File: src/logic/osc_ctrl_pkg.sv
// Package: addresses, fields, reset values and carriers for the oscillator input control
package osc_ctrl_pkg;

  // ----------------------------------------------------------
  // Channel register addresses
  // ----------------------------------------------------------
  localparam logic [7:0] ADDR_SLEEP     = 8'h80; // Channel low power hold
  localparam logic [7:0] ADDR_SOFT_SYNC = 8'h81; // Software sync strobe
  localparam logic [7:0] ADDR_PIN_SYNC  = 8'h82; // Pin sync enables
  localparam logic [7:0] ADDR_HOLD_OFF  = 8'h84; // Frequency hold-off value
  localparam logic [7:0] ADDR_TUNE_LO   = 8'h85; // Tuning word low half
  localparam logic [7:0] ADDR_TUNE_HI   = 8'h86; // Tuning word high half
  localparam logic [7:0] ADDR_PHASE     = 8'h87; // Phase offset
  localparam logic [7:0] ADDR_CONTROL   = 8'h88; // Channel control word
  localparam logic [7:0] ADDR_STATUS    = 8'h89; // Block status

  // ----------------------------------------------------------
  // Field positions
  // ----------------------------------------------------------
  localparam int SYNC_HOP_BIT   = 1; // Hop bit in sync registers
  localparam int CTL_SYNC_HI    = 8; // Sync pin select, upper bit
  localparam int CTL_SYNC_LO    = 7; // Sync pin select, lower bit
  localparam int CTL_PORT_B     = 6; // Input port select
  localparam int CTL_QUAL_HI    = 5; // Sample qualify, upper bit
  localparam int CTL_QUAL_LO    = 4; // Sample qualify, lower bit
  localparam int CTL_CLR_ACC    = 3; // Clear accumulator on hop
  localparam int CTL_AMP_DITH   = 2; // Amplitude dither enable
  localparam int CTL_PHS_DITH   = 1; // Phase dither enable
  localparam int CTL_BYPASS     = 0; // Frequency translation bypass
  localparam int CTL_WIDTH      = 9; // Control word width

  // ----------------------------------------------------------
  // Reset values and hold-off codes
  // ----------------------------------------------------------
  localparam logic [15:0] RST_HALF    = 16'h0000; // 16-bit registers
  localparam logic [8:0]  RST_CONTROL = 9'h000;   // Control word
  localparam logic        RST_SLEEP   = 1'b1;     // Channel asleep
  localparam logic [15:0] HOLD_NONE   = 16'h0000; // Hop suppressed
  localparam logic [15:0] HOLD_NOW    = 16'h0001; // Immediate update

  // Sample qualification modes
  typedef enum logic [1:0] {
    QUAL_MASK = 2'b00, // Full rate, mask on enable low
    QUAL_HIGH = 2'b01, // Take on enable high
    QUAL_RISE = 2'b10, // Take after rising enable
    QUAL_FALL = 2'b11  // Take after falling enable
  } qual_mode_type;

  // One input port sample
  typedef struct packed {
    logic [13:0] mantissa; // Input mantissa
    logic [2:0]  exponent; // Input exponent
  } port_sample_type;

  // One qualified channel sample with oscillator phase
  typedef struct packed {
    port_sample_type inPhase;    // In-phase input
    port_sample_type quadrature; // Quadrature input, bypass only
    logic [15:0]     phase;      // Oscillator phase with offset
    logic            bypass;     // Translation skipped
  } chan_sample_type;

  localparam int SAMPLE_W = $bits(chan_sample_type); // Carrier width

endpackage : osc_ctrl_pkg

File: src/logic/channel_osc_ctrl.sv
// Channel oscillator tuning, phase and input control
//
// Function
// - Low tuning half shadowed at 0x85
// - High tuning half shadowed at 0x86
// - Shadow moves on wake or sync
// - Sync update when hold-off reaches one
// - Hold-off one: update on shadow write
// - Sixteen-bit phase offset, under full cycle
// - Nine-bit control word at 0x88
// - Bits 8-7 pick sync pin
// - Bit 6 picks port A or B
// - Mode 00: full rate, mask low
// - Mode 01: take when enable high
// - Mode 10: take after rising enable
// - Mode 11: take after falling enable
// - Bit 3 clears accumulator on hop
// - Hop from software or pin sync
// - Bits 2-1 enable oscillator dithers
// - Bit 0 bypass: A to I, B to Q
// - Bit 2 amplitude, bit 1 phase dither
// - Hold-off 0x84 counts; zero suppresses hop
`timescale 1ns/10ps
`default_nettype none

module channel_osc_ctrl
  import osc_ctrl_pkg::*;
#(
  parameter int FIFO_DEPTH = 8 // Sample buffer entries
) (
  input  wire logic             clk,          // Sample clock, 100 MHz
  input  wire logic             srst,         // Synchronous reset
  input  wire logic [7:0]       regAddr,      // Channel address
  input  wire logic [15:0]      regWrData,    // Write data
  input  wire logic             regWr,        // Write strobe
  input  wire logic             regRd,        // Read strobe
  output logic      [15:0]      regRdData,    // Read data
  input  wire logic [3:0]       syncPin,      // Timing pulse pins
  input  wire port_sample_type  portA,        // Port A sample
  input  wire logic             sampleEnA,    // Port A sample enable
  input  wire port_sample_type  portB,        // Port B sample
  input  wire logic             sampleEnB,    // Port B sample enable
  output chan_sample_type       outSample,    // Qualified sample
  output logic                  outValid,     // Sample present
  input  wire logic             outReady,     // Downstream accepts
  output logic                  ampDither,    // Amplitude dither on
  output logic                  phaseDither,  // Phase dither on
  output logic                  lowPowerHold  // Channel asleep
);

  // ----------------------------------------------------------
  // Register file
  // ----------------------------------------------------------
  logic [15:0]         tuneLow_r;     // Shadow low half
  logic [15:0]         tuneHigh_r;    // Shadow high half
  logic [15:0]         phaseOff_r;    // Phase offset
  logic [CTL_WIDTH-1:0] control_r;    // Control word
  logic [15:0]         holdOff_r;     // Hold-off reload value
  logic                sleep_r;       // Low power hold
  logic                pinHopEn_r;    // Pin sync starts hops
  logic                overflow_r;    // Sample lost, sticky

  logic wrSleep;    // Sleep register written
  logic wrSoft;     // Soft sync written
  logic wrLow;      // Low half written
  logic wrHigh;     // High half written
  logic wrStatus;   // Status written

  assign wrSleep  = regWr && regAddr == ADDR_SLEEP;
  assign wrSoft   = regWr && regAddr == ADDR_SOFT_SYNC;
  assign wrLow    = regWr && regAddr == ADDR_TUNE_LO;
  assign wrHigh   = regWr && regAddr == ADDR_TUNE_HI;
  assign wrStatus = regWr && regAddr == ADDR_STATUS;

  // Configuration register writes
  always_ff @(posedge clk) begin
    if (srst) begin
      tuneLow_r  <= RST_HALF;
      tuneHigh_r <= RST_HALF;
      phaseOff_r <= RST_HALF;
      control_r  <= RST_CONTROL;
      holdOff_r  <= RST_HALF;
      pinHopEn_r <= 1'b0;
    end else if (regWr) begin
      unique case (regAddr)
        ADDR_TUNE_LO: tuneLow_r <= regWrData;
        ADDR_TUNE_HI: tuneHigh_r <= regWrData;
        ADDR_PHASE: phaseOff_r <= regWrData;
        ADDR_CONTROL: control_r <= regWrData[CTL_WIDTH-1:0];
        ADDR_HOLD_OFF: holdOff_r <= regWrData;
        ADDR_PIN_SYNC: pinHopEn_r <= regWrData[SYNC_HOP_BIT];
        default: ;
      endcase
    end
  end

  // Sleep bit
  always_ff @(posedge clk) begin
    if (srst) begin
      sleep_r <= RST_SLEEP;
    end else if (wrSleep) begin
      sleep_r <= regWrData[0];
    end
  end

  // ----------------------------------------------------------
  // Control word decode
  // ----------------------------------------------------------
  logic [1:0]    syncSel;  // Selected sync pin
  logic          usePortB; // Port B routed in
  qual_mode_type qualMode; // Qualification mode
  logic          clrOnHop; // Clear accumulator on hop
  logic          bypass;   // Translation skipped

  assign syncSel  = control_r[CTL_SYNC_HI:CTL_SYNC_LO];
  assign usePortB = control_r[CTL_PORT_B];
  assign qualMode = qual_mode_type'(control_r[CTL_QUAL_HI:CTL_QUAL_LO]);
  assign clrOnHop = control_r[CTL_CLR_ACC];
  assign bypass   = control_r[CTL_BYPASS];

  // ----------------------------------------------------------
  // Sync pin capture
  // ----------------------------------------------------------
  logic [3:0] syncMeta_r;  // First synchroniser stage
  logic [3:0] syncSafe_r;  // Second synchroniser stage
  logic [3:0] syncPrev_r;  // Previous safe level

  // Two-stage synchroniser and edge history
  always_ff @(posedge clk) begin
    if (srst) begin
      syncMeta_r <= '0;
      syncSafe_r <= '0;
      syncPrev_r <= '0;
    end else begin
      syncMeta_r <= syncPin;
      syncSafe_r <= syncMeta_r;
      syncPrev_r <= syncSafe_r;
    end
  end

  logic pinPulse; // Rising edge on selected pin
  assign pinPulse = syncSafe_r[syncSel] && !syncPrev_r[syncSel];

  // ----------------------------------------------------------
  // Frequency hop sequencing
  // ----------------------------------------------------------
  logic        syncEvent;  // Hop request this cycle
  logic [15:0] holdCnt_r;  // Hold-off countdown
  logic        holdBusy_r; // Countdown running
  logic        hopNow;     // Sync driven transfer
  logic        wakeNow;    // Leaving low power hold
  logic        writeNow;   // Immediate transfer on write

  assign syncEvent = (wrSoft && regWrData[SYNC_HOP_BIT]) ||
                     (pinHopEn_r && pinPulse);

  assign hopNow = (syncEvent && holdOff_r == HOLD_NOW) ||
                  (holdBusy_r && holdCnt_r == HOLD_NOW);

  assign wakeNow = wrSleep && sleep_r && !regWrData[0];

  assign writeNow = (wrLow || wrHigh) && holdOff_r == HOLD_NOW;

  // Hold-off counter
  always_ff @(posedge clk) begin
    if (srst) begin
      holdCnt_r  <= HOLD_NONE;
      holdBusy_r <= 1'b0;
    end else if (syncEvent) begin
      holdCnt_r  <= holdOff_r;
      holdBusy_r <= holdOff_r > HOLD_NOW;
    end else if (holdBusy_r) begin
      if (holdCnt_r == HOLD_NOW) begin
        holdBusy_r <= 1'b0;
      end else begin
        holdCnt_r <= holdCnt_r - 16'h0001;
      end
    end
  end

  // ----------------------------------------------------------
  // Active tuning word
  // ----------------------------------------------------------
  logic [31:0] activeTune_r; // Word used by the accumulator
  logic [31:0] shadowNew;    // Shadow including this write

  // Shadow as it stands after the current write
  always_comb begin
    shadowNew = {tuneHigh_r, tuneLow_r};
    if (wrLow) begin
      shadowNew[15:0] = regWrData;
    end
    if (wrHigh) begin
      shadowNew[31:16] = regWrData;
    end
  end

  always_ff @(posedge clk) begin
    if (srst) begin
      activeTune_r <= '0;
    end else if (hopNow || wakeNow || writeNow) begin
      activeTune_r <= shadowNew;
    end
  end

  // ----------------------------------------------------------
  // Input capture and qualification
  // ----------------------------------------------------------
  port_sample_type capA_r;    // Captured port A
  port_sample_type capB_r;    // Captured port B
  logic            capEnA_r;  // Captured enable A
  logic            capEnB_r;  // Captured enable B

  // Input ports are registered on the sample clock
  always_ff @(posedge clk) begin
    if (srst) begin
      capA_r   <= '0;
      capB_r   <= '0;
      capEnA_r <= 1'b0;
      capEnB_r <= 1'b0;
    end else begin
      capA_r   <= portA;
      capB_r   <= portB;
      capEnA_r <= sampleEnA;
      capEnB_r <= sampleEnB;
    end
  end

  logic take;      // Qualified sample
  logic zeroData;  // Masked sample
  logic enableSel; // Enable of chosen port

  assign enableSel = usePortB ? capEnB_r : capEnA_r;

  sample_qualifier u_qual (
    .clk      (clk),
    .srst     (srst),
    .mode     (qualMode),
    .enableIn (enableSel),
    .take     (take),
    .zeroData (zeroData)
  );

  // ----------------------------------------------------------
  // Phase accumulator and sample assembly
  // ----------------------------------------------------------
  logic            fifoInReady; // Buffer has space
  logic            push;        // Sample written to buffer
  logic            lost;        // Sample dropped on full buffer
  logic [31:0]     acc_r;       // Phase accumulator
  chan_sample_type sample;      // Sample being buffered

  assign push = take && !sleep_r && fifoInReady;
  assign lost = take && !sleep_r && !fifoInReady;

  // Accumulator advances only on buffered samples
  always_ff @(posedge clk) begin
    if (srst) begin
      acc_r <= '0;
    end else if (hopNow && clrOnHop) begin
      acc_r <= '0;
    end else if (push) begin
      acc_r <= acc_r + activeTune_r;
    end
  end

  // Sample carrier
  always_comb begin
    sample            = '0;
    sample.bypass     = bypass;
    sample.phase      = acc_r[31:16] + phaseOff_r;
    if (bypass) begin
      // A to I, B to Q
      sample.inPhase    = capA_r;
      sample.quadrature = capB_r;
    end else begin
      sample.inPhase = usePortB ? capB_r : capA_r;
    end
    if (zeroData) begin
      sample.inPhase    = '0;
      sample.quadrature = '0;
    end
  end

  // ----------------------------------------------------------
  // Sample buffer and output register
  // ----------------------------------------------------------
  logic [SAMPLE_W-1:0] fifoOut;    // Buffer head
  logic                fifoValid;  // Buffer not empty
  logic                fifoPop;    // Head moves to output

  assign fifoPop = fifoValid && (!outValid || outReady);

  sample_fifo #(
    .WIDTH (SAMPLE_W),
    .DEPTH (FIFO_DEPTH)
  ) u_fifo (
    .clk      (clk),
    .srst     (srst),
    .inData   (sample),
    .inValid  (take && !sleep_r),
    .inReady  (fifoInReady),
    .outData  (fifoOut),
    .outValid (fifoValid),
    .outReady (fifoPop)
  );

  // Output holding register
  always_ff @(posedge clk) begin
    if (srst) begin
      outValid  <= 1'b0;
      outSample <= '0;
    end else if (fifoPop) begin
      outValid  <= 1'b1;
      outSample <= chan_sample_type'(fifoOut);
    end else if (outReady) begin
      outValid <= 1'b0;
    end
  end

  // Overflow flag, a new loss wins over a clear
  always_ff @(posedge clk) begin
    if (srst) begin
      overflow_r <= 1'b0;
    end else if (lost) begin
      overflow_r <= 1'b1;
    end else if (wrStatus && regWrData[0]) begin
      overflow_r <= 1'b0;
    end
  end

  // ----------------------------------------------------------
  // Status outputs and read port
  // ----------------------------------------------------------
  // Registered configuration outputs
  always_ff @(posedge clk) begin
    if (srst) begin
      ampDither    <= 1'b0;
      phaseDither  <= 1'b0;
      lowPowerHold <= RST_SLEEP;
    end else begin
      // bit 2 amplitude, bit 1 phase
      ampDither    <= control_r[CTL_AMP_DITH];
      phaseDither  <= control_r[CTL_PHS_DITH];
      lowPowerHold <= sleep_r;
    end
  end

  // Read data, one cycle after the strobe
  always_ff @(posedge clk) begin
    if (srst) begin
      regRdData <= '0;
    end else if (regRd) begin
      unique case (regAddr)
        ADDR_SLEEP:    regRdData <= {15'h0000, sleep_r};
        ADDR_PIN_SYNC: regRdData <= {14'h0000, pinHopEn_r, 1'b0};
        ADDR_HOLD_OFF: regRdData <= holdOff_r;
        ADDR_TUNE_LO:  regRdData <= tuneLow_r;
        ADDR_TUNE_HI:  regRdData <= tuneHigh_r;
        ADDR_PHASE:    regRdData <= phaseOff_r;
        ADDR_CONTROL:  regRdData <= {7'h00, control_r};
        ADDR_STATUS:   regRdData <= {13'h0000, holdBusy_r, fifoValid, overflow_r};
        default:       regRdData <= '0;
      endcase
    end
  end

endmodule : channel_osc_ctrl

`default_nettype wire

File: src/logic/sample_fifo.sv
// Synchronous FIFO carrying channel samples
`timescale 1ns/10ps
`default_nettype none

module sample_fifo #(
  parameter int WIDTH = 8, // Word width
  parameter int DEPTH = 8  // Entries, power of two
) (
  input  wire logic             clk,     // Sample clock
  input  wire logic             srst,    // Synchronous reset
  input  wire logic [WIDTH-1:0] inData,  // Write word
  input  wire logic             inValid, // Write request
  output logic                  inReady, // Space available
  output logic [WIDTH-1:0]      outData, // Head word
  output logic                  outValid, // Not empty
  input  wire logic             outReady  // Read accept
);

  localparam int AW = $clog2(DEPTH); // Address width; pointers carry one more bit

  // Refuse sizes the pointers cannot serve
  if (DEPTH < 2 || (1 << AW) != DEPTH) begin : g_bad
    $error("sample_fifo depth must be a power of two");
  end

  logic [WIDTH-1:0] mem [DEPTH];   // Storage
  logic [AW:0]      wrPtr_r;       // Write pointer with wrap bit
  logic [AW:0]      rdPtr_r;       // Read pointer with wrap bit
  logic             push;          // Write accepted
  logic             pop;           // Read accepted

  // Full when pointers differ only in the wrap bit
  assign inReady  = (wrPtr_r ^ rdPtr_r) != {1'b1, {AW{1'b0}}};
  assign outValid = wrPtr_r != rdPtr_r;
  assign push     = inValid && inReady;
  assign pop      = outValid && outReady;
  assign outData  = mem[rdPtr_r[AW-1:0]];

  // Storage write
  always_ff @(posedge clk) begin
    if (push) begin
      mem[wrPtr_r[AW-1:0]] <= inData;
    end
  end

  // Pointer update
  always_ff @(posedge clk) begin
    if (srst) begin
      wrPtr_r <= '0;
      rdPtr_r <= '0;
    end else begin
      if (push) wrPtr_r <= wrPtr_r + 1'b1;
      if (pop)  rdPtr_r <= rdPtr_r + 1'b1;
    end
  end

endmodule : sample_fifo

`default_nettype wire

File: src/logic/sample_qualifier.sv
// Sample qualification from the sample enable pin
`timescale 1ns/10ps
`default_nettype none

module sample_qualifier
  import osc_ctrl_pkg::*;
(
  input  wire logic          clk,      // Sample clock
  input  wire logic          srst,     // Synchronous reset
  input  wire qual_mode_type mode,     // Qualification mode
  input  wire logic          enableIn, // Captured sample enable
  output logic               take,     // Sample accepted this cycle
  output logic               zeroData  // Force data to zero
);

  logic enablePrev_r; // Enable one capture earlier

  // Previous enable for edge detection
  always_ff @(posedge clk) begin
    if (srst) begin
      enablePrev_r <= 1'b0;
    end else begin
      enablePrev_r <= enableIn;
    end
  end

  // Mode decode
  always_comb begin
    zeroData = 1'b0;
    unique case (mode)
      QUAL_MASK: begin
        take     = 1'b1;
        zeroData = !enableIn;
      end
      QUAL_HIGH: take = enableIn;
      QUAL_RISE: take = enableIn && !enablePrev_r;
      QUAL_FALL: take = !enableIn && enablePrev_r;
    endcase
  end

endmodule : sample_qualifier

`default_nettype wire

File: config.mk
export PLATFORM = sky130hd
export DESIGN_NAME = channel_osc_ctrl
export DESIGN_NICKNAME = d
export VERILOG_FILES = /design/src/logic/osc_ctrl_pkg.sv /design/src/logic/channel_osc_ctrl.sv /design/src/logic/sample_fifo.sv /design/src/logic/sample_qualifier.sv
export SDC_FILE = /design/constraint.sdc
export NUM_CORES = 1
export LEC_CHECK = 0
export ABC_CLOCK_PERIOD_IN_PS = 10300
export BUFFER_PORTS_ARGS = -buffer_cell sky130_fd_sc_hd__buf_2
export CORE_MARGIN = 5
export CORE_UTILIZATION = 35
export CTS_CLUSTER_DIAMETER = 50
export CTS_CLUSTER_SIZE = 16
export DETAILED_ROUTE_END_ITERATION = 10
export GPL_TIMING_DRIVEN = 0
export PLACE_DENSITY_LB_ADDON = 0.1
export RECOVER_POWER = 25
export SLEW_MARGIN = 40
export SYNTH_ARGS = -nofsm -noshare
export SYNTH_HDL_FRONTEND = slang
export SYNTH_SLANG_ARGS = --single-unit
export TNS_END_PERCENT = 10
File: constraint.sdc
create_clock -name clk -period 10.3 [get_ports clk]
set_input_delay 1.03 -clock clk [delete_from_list [all_inputs] [get_ports clk]]
set_output_delay 1.03 -clock clk [all_outputs]
set_load 0.1 [all_outputs]
# Word-level counts from Yosys, hierarchy flattened
# Memories as Yosys holds them, arrays and structs flattened. A register that Yosys moved wholly into a read port is not among the register bits.
# Cells that the tools add are included.
word_totals:
  memories: 1
  output_inout_bits: 71
  inputBits: 69
  romBits: 0
  latchBits: 0
  ff_bits: 234
  mem_bits_rw: 408
op_classes:
  div: 0
  n_eq_ne: 17
  n_reduce_logical: 47
  muxes: 26
  bitwise_logic: 1
  add_sub_neg: 5
  magnitude_cmp: 2
  multipliers: 0
  n_shift: 0
mem_list:
  columns: ["memory", "depth", "width", "read_ports", "rd_ports_with_merged_regs", "wr", "line", "source"]
  rows:
  - ["u_fifo.mem", 8, 51, 1, 1, 1, "sample_fifo.sv:26", "logic [WIDTH-1:0] mem [DEPTH];"]
ops:
  columns: ["operator", "count"]
  rows:
  - ["16-bit case mux with 8 select lines", 1]
  - ["16-bit 2-to-1 mux", 5]
  - ["8-bit == test (second input constant)", 9]
  - ["17-bit 2-to-1 mux", 3]
  - ["34-bit 2-to-1 mux", 1]
  - ["32-bit adder", 1]
  - ["16-bit by 1-bit == test with 1-bit output (second input constant)", 2]
  - ["1-bit logical AND", 22]
  - ["16-bit adder", 1]
  - ["16-bit by 1-bit greater-than comparator with 1-bit output (second input constant)", 1]
  - ["16-bit by 1-bit subtractor with 16-bit output (second input constant)", 1]
  - ["2-bit AND reduction", 7]
  - ["1-bit 2-to-1 mux", 13]
  - ["4-bit by 1-bit adder with 4-bit output (second input constant)", 2]
  - ["1-bit zero test", 7]
  - ["1-bit logical OR", 6]
  - ["2-bit nonzero test", 3]
  - ["1-bit binary-select mux with 2-bit select", 2]
  - ["2-bit == test (second input constant)", 2]
  - ["4-bit != test", 1]
  - ["4-bit != test (second input constant)", 1]
  - ["1-bit case mux with 4 select lines", 1]
  - ["4-bit XOR", 1]
  - ["2-bit by 3-bit < comparator with 1-bit output (second input constant)", 1]
  - ["other kinds (4)", 4]

# Logic depth before layout (Yosys ltp)
depth:
  ltp_word: 10
  depth_mapped: 12
  ltp_nobuf: 12

# Modules after synthesis
# Synthesis repeated with hierarchy kept, for this count alone.
unflattened:
  cells_unflattened: 2189
  area_unflattened_um2: 28977.8
modules_own_cells:
  columns: ["mod", "n_inst", "cells_per_inst", "area_each_um2", "seq_area_each_um2"]
  rows:
  - ["sample_fifo", 1, 674, 16075.4, 12472.0]
  - ["channel_osc_ctrl", 1, 1508, 12833.6, 5525.3]
  - ["sample_qualifier", 1, 7, 68.8, 20.0]

# Least setup slack after synthesis
# Ideal clock, no wire load.
synth_timing:
  path_kind: "register -> register"
  start: "reg control_r[6]"
  end: "mem u_fifo.mem[4][0] (netlist name), enable pin"
  setup_time_ns: 0.605
  path_slack_ns: 3.004
  path_buffers: 1
  arrival_ns: 6.691
  stages_incl_launch_ff: 8
  required_time_ns: 9.695
  path_cell_list: "dfxtp_1 mux2_2 nor2_1 a211oi_1 nor2_1 o21ai_1 clkbuf_1 nor4b_1"
synth_between:
  elab_chain_len: 8
  word_cells_on_any_way: 9
  classes_between: "mux (4); reduce/logical (5)"
synth_lines:
  columns: ["item", "line", "source"]
  rows:
  - ["start: declaration", "channel_osc_ctrl.sv:57", "logic [CTL_WIDTH-1:0] control_r;"]
  - ["start signal: assignment", "channel_osc_ctrl.sv:89", "ADDR_CONTROL: control_r <= regWrData[CTL_WIDTH-1:0];"]
  - ["1-bit 2-to-1 mux *", "channel_osc_ctrl.sv:233", "assign enableSel = usePortB ? capEnB_r : capEnA_r;"]
  - ["1-bit zero test", "sample_qualifier.sv:37", "QUAL_FALL: take = !enableIn && enablePrev_r;"]
  - ["1-bit logical AND", "sample_qualifier.sv:37", null]
  - ["1-bit case mux with 4 select lines *", "sample_qualifier.sv:30", "unique case (mode)"]
  - ["1-bit logical AND *", "channel_osc_ctrl.sv:301", ".inValid (take && !sleep_r),"]
  - ["1-bit logical AND *", "sample_fifo.sv:35", "assign push = inValid && inReady;"]
  - ["1-bit 2-to-1 mux *", "sample_fifo.sv:41", "if (push) begin"]
  - ["1-bit 2-to-1 mux (not written as such) *", "sample_fifo.sv:42", "mem[wrPtr_r[AW-1:0]] <= inData;"]
  - ["end: declaration", "sample_fifo.sv:26", null]
# Every way passes the cells marked *; elsewhere a longest branch is shown, timed or not.

# Final worst setup path
layout_timing:
  start: "reg u_fifo.rdPtr_r[1]"
  end: "mem u_fifo.mem[0][17] (netlist name), enable pin"
layout_between:
  elab_chain_len: 5
layout_lines:
  columns: ["item", "line", "source"]
  rows:
  - ["start: declaration", "sample_fifo.sv:28", "logic [AW:0] rdPtr_r;"]
  - ["start signal: assignment", "sample_fifo.sv:53", "if (pop) rdPtr_r <= rdPtr_r + 1'b1;"]
  - ["4-bit XOR", "sample_fifo.sv:33", "assign inReady = (wrPtr_r ^ rdPtr_r) != {1'b1, {AW{1'b0}}};"]
  - ["4-bit != test", "sample_fifo.sv:33", null]
  - ["1-bit logical AND", "sample_fifo.sv:35", null]
  - ["1-bit 2-to-1 mux", "sample_fifo.sv:41", null]
  - ["1-bit 2-to-1 mux (not written as such)", "sample_fifo.sv:42", null]
# Every way passes these cells.

==> flow_summary.yaml <==
synthesis:
  synth-async-reset-ratio_pct: 0
  syn_area_sq_mm: 0.0282
  synthCells: 2166
  ys_ff_latch: 693
  synth_area_per_cell_sq_um: 13.0
  yosysSeqAreaShare_pct: 63.7
  ys_warn_count: 0
  syn-num-nets: 2287
  ys.flop_type: "edfxtp_1"
  synth_edf_count: 408
  synthDistinctLibCells: 68
global_routing:
  grt_pass1_wl_um: 123000
  grt_pass1_vias: 18900
  antenna_found_initial: 1
  overflow: 0
  grt_usage_pct: 18.9
  grt_max_degree: 17
route:
  route.detailed.drc: 0
  route.met2.wl_um: 40000
  dr.pass1.iters: 7
  ant_nets: 0
  wl_per_cell_um: 22.8
  wl_met3_um: 4070
  drtIter0Drc: 1272
  wl_met1_um: 36300
  top_layer_used: "met4"
  vias_per_cell: 5.12
  num_vias: 18500
  drt_wl_total_um: 82500
run_status:
  outcome: "finished with violations"
  violations: "capacitance limit, slew limit"
pwr:
  p_int_mw: 5.06
  p_clk_share_pct: 42.8
  power_mw: 7.42
  net-switching-power_mw: 2.36
  power_frac_seq_pct: 41.6
  p_per_area_mw_per_mm2: 218
  p_leak_nw: 11.7
  power_frac_comb_pct: 15.7
  netSwitchingFraction_pct: 31.9
  peakVddDrop_v: 0.000123
clock_network:
  cts.reportedPaths.clkPinSlew_ns: 0.06
  cts_resized: 0
  cts_tree: "built"
  htreeDepth: 3
  clockBufferDepth: 3
  cts.sinks: 693
  cts_setup_buffers: 0
  insertion_delay_ns: 0.63
  cts_buffers: 88
  root_buffer: "clkbuf_16"
  ctsHoldBuffers: 0
final_layout:
  postLayoutCoreUtil_pct: 42.3
  filler_cell_count: 7528
  drive_above_1_share_pct: 20.4
  area_delta_synth_final_pct: 20.4
  insertedDiodeCount: 0
  finalInstanceArea_sq_mm: 0.0340
  layout_common_cells: "edfxtp_1 (408), nand2_1 (297), dfxtp_1 (285)"
  regArea_sq_mm: 0.0180
  finalNonFillerCells: 3621
  nets: 2610
  multiInputGateArea_sq_mm: 0.00976
  final_common_cell: "edfxtp_1"
critical_path:
  regToRegSetupSlack_ns: 6.52
  worstPathArrival_ns: 4.15
  cp_max_fo: 10
  cp-startpoint: "u_fifo.rdPtr_r[1]$_SDFFE_PP0P_"
  critPathRequiredTime_ns: 10.67
  endpoint: "u_fifo.mem[0][17]$_DFFE_PP_"
  cp-start-kind: "flop"
  r2r_cells: 12
  cp-end-kind: "flop"
  r2r-start: "u_fifo.rdPtr_r[1]$_SDFFE_PP0P_"
  r2r-end: "u_fifo.mem[0][17]$_DFFE_PP_"
  path_class: "reg -> reg"
sta:
  worst_hold_slack_ns: 0.436
  worst_pin_slew_ns: 1.53
  grt_setup_unrepaired: "false"
  setup_viol: 0
  tns_ns: 0
  layout_min_cycle_time_ns: 3.78
  maxSlewHeadroom_pct: -3.11
  fmax_mhz: 265
  hold_viol_final: 0
  fin_ws_ns: 6.52
  finalMaxSlewViolations: 9
  finClkSkew_ns: 0.0246
  period_share_pct: 36.7
place:
  port_buffers: 135
  dp.final_hpwl_um: 60900
  gp_congestion: 0.862
  place_inst: 3459
  post-place-ws_ns: 6.45
  placed_cell_area_sq_mm: 0.0309
floorplanning:
  start_util_pct: 35.1
  die_area_sq_mm: 0.0864
  core_sq_mm: 0.0803
  io_pins: 140
  num_rows: 104
  die_x_um: 294
  die_h_um: 294
hold_path:
  min_path_type: "reg -> reg"
  hold_depth: 1
flow_run:
  drv_cap: 1
## power groups by stage
stage	clock network, mW	registers [mW]	logic [mW]
floorplan	0	3.88	0.208
global placement	0	3.14	1.18
detailed placement	0	3.15	1.18
CTS	3.24	3.09	1.19
global route	3.37	3.10	1.21
finish	3.17	3.08	1.16
## worst min-delay path by stage
stage                                    end                startpoint
detailed placement  syncSafe_r[1]$_SDFF_PP0_  syncMeta_r[1]$_SDFF_PP0_
CTS                 syncSafe_r[1]$_SDFF_PP0_  syncMeta_r[1]$_SDFF_PP0_
global route        syncSafe_r[1]$_SDFF_PP0_  syncMeta_r[1]$_SDFF_PP0_
global placement    syncPrev_r[2]$_SDFF_PP0_  syncSafe_r[2]$_SDFF_PP0_
floorplan           syncSafe_r[0]$_SDFF_PP0_  syncMeta_r[0]$_SDFF_PP0_
finish              syncSafe_r[1]$_SDFF_PP0_  syncMeta_r[1]$_SDFF_PP0_
## kinds of logic (layout without fill, tap and decap cells)
family	count (synthesis)	after routing	share of synthesized area (%)
fa+ha+maj	52	52	2.36
xor+xnor	62	62	1.93
flops	693	693	63.7
mux	177	177	11.2
simple gates	645	645	10.5
buf+inv	148	543	1.98
compound gates	389	389	8.38
## metal layers
layer | track usage [%] | vias to the layer above
met3 | 3.18 | 136
li1 | - | 8714
met1 | 25.6 | 9213
met2 | 31.7 | 465
met5 | 0 | -
met4 | 5.03 | 0
## final cells by class
class	count	area share, %
flip-flops and latches	693	52.9
inverters	20	0.221
multi-input cells	1325	28.7
plain buffers	128	1.50
repair buffers	233	3.76
clock buffers	98	6.93
clock inverters	64	2.12
well taps	1060	3.90
## worst max-delay path, cell delays in order (launching register included)
cell and delay [ns]:
dfxtp_1 0.33, clkbuf_1 0.62, xnor2_1 0.19, nand3_1 0.15, o21ai_1 0.51, clkbuf_1 0.54
nor4_2 0.14, buf_2 0.20, buf_2 0.17, buf_4 0.17, buf_2 0.16, buf_2 0.17
buf_2 0.17
## sequential cells by signal (all words and copies together), names as in the netlist, 17 cells and up
name,cells
activeTune_r,32
u_fifo.mem,408
capA_r,17
acc_r,32
capB_r,17
outSample,51
## synthesized netlist by cell type, drive strengths merged, types with 3 or more instances
| cell | n | area share, % |
|---|---|---|
| a211oi | 71 | 1.9 |
| a21o | 17 | 0.45 |
| a21oi | 177 | 3.1 |
| a221oi | 3 | 0.093 |
| a22oi | 6 | 0.16 |
| a311oi | 6 | 0.19 |
| a31oi | 7 | 0.16 |
| and2 | 4 | 0.089 |
| and3 | 24 | 0.53 |
| and4 | 3 | 0.093 |
| buf | 22 | 0.31 |
| clkbuf | 106 | 1.4 |
| dfxtp | 285 | 20 |
| edfxtp | 408 | 43 |
| ha | 50 | 2.2 |
| inv | 20 | 0.27 |
| mux2 | 3 | 0.12 |
| mux2i | 64 | 2.3 |
| mux4 | 110 | 8.8 |
| nand2 | 297 | 4.0 |
| nand2b | 39 | 0.86 |
| nand3 | 31 | 0.55 |
| nand3b | 4 | 0.12 |
| nand4 | 4 | 0.089 |
| nor2 | 137 | 1.8 |
| nor2b | 58 | 1.3 |
| nor3 | 15 | 0.27 |
| nor3b | 4 | 0.11 |
| nor4 | 8 | 0.22 |
| nor4b | 4 | 0.15 |
| o21a | 4 | 0.11 |
| o21ai | 64 | 1.1 |
| o21bai | 7 | 0.19 |
| o221ai | 3 | 0.12 |
| o31ai | 4 | 0.11 |
| or2 | 3 | 0.067 |
| or3 | 6 | 0.16 |
| or4 | 3 | 0.093 |
| xnor2 | 38 | 1.2 |
| xor2 | 24 | 0.75 |
Power figures use the tool's default switching activity.
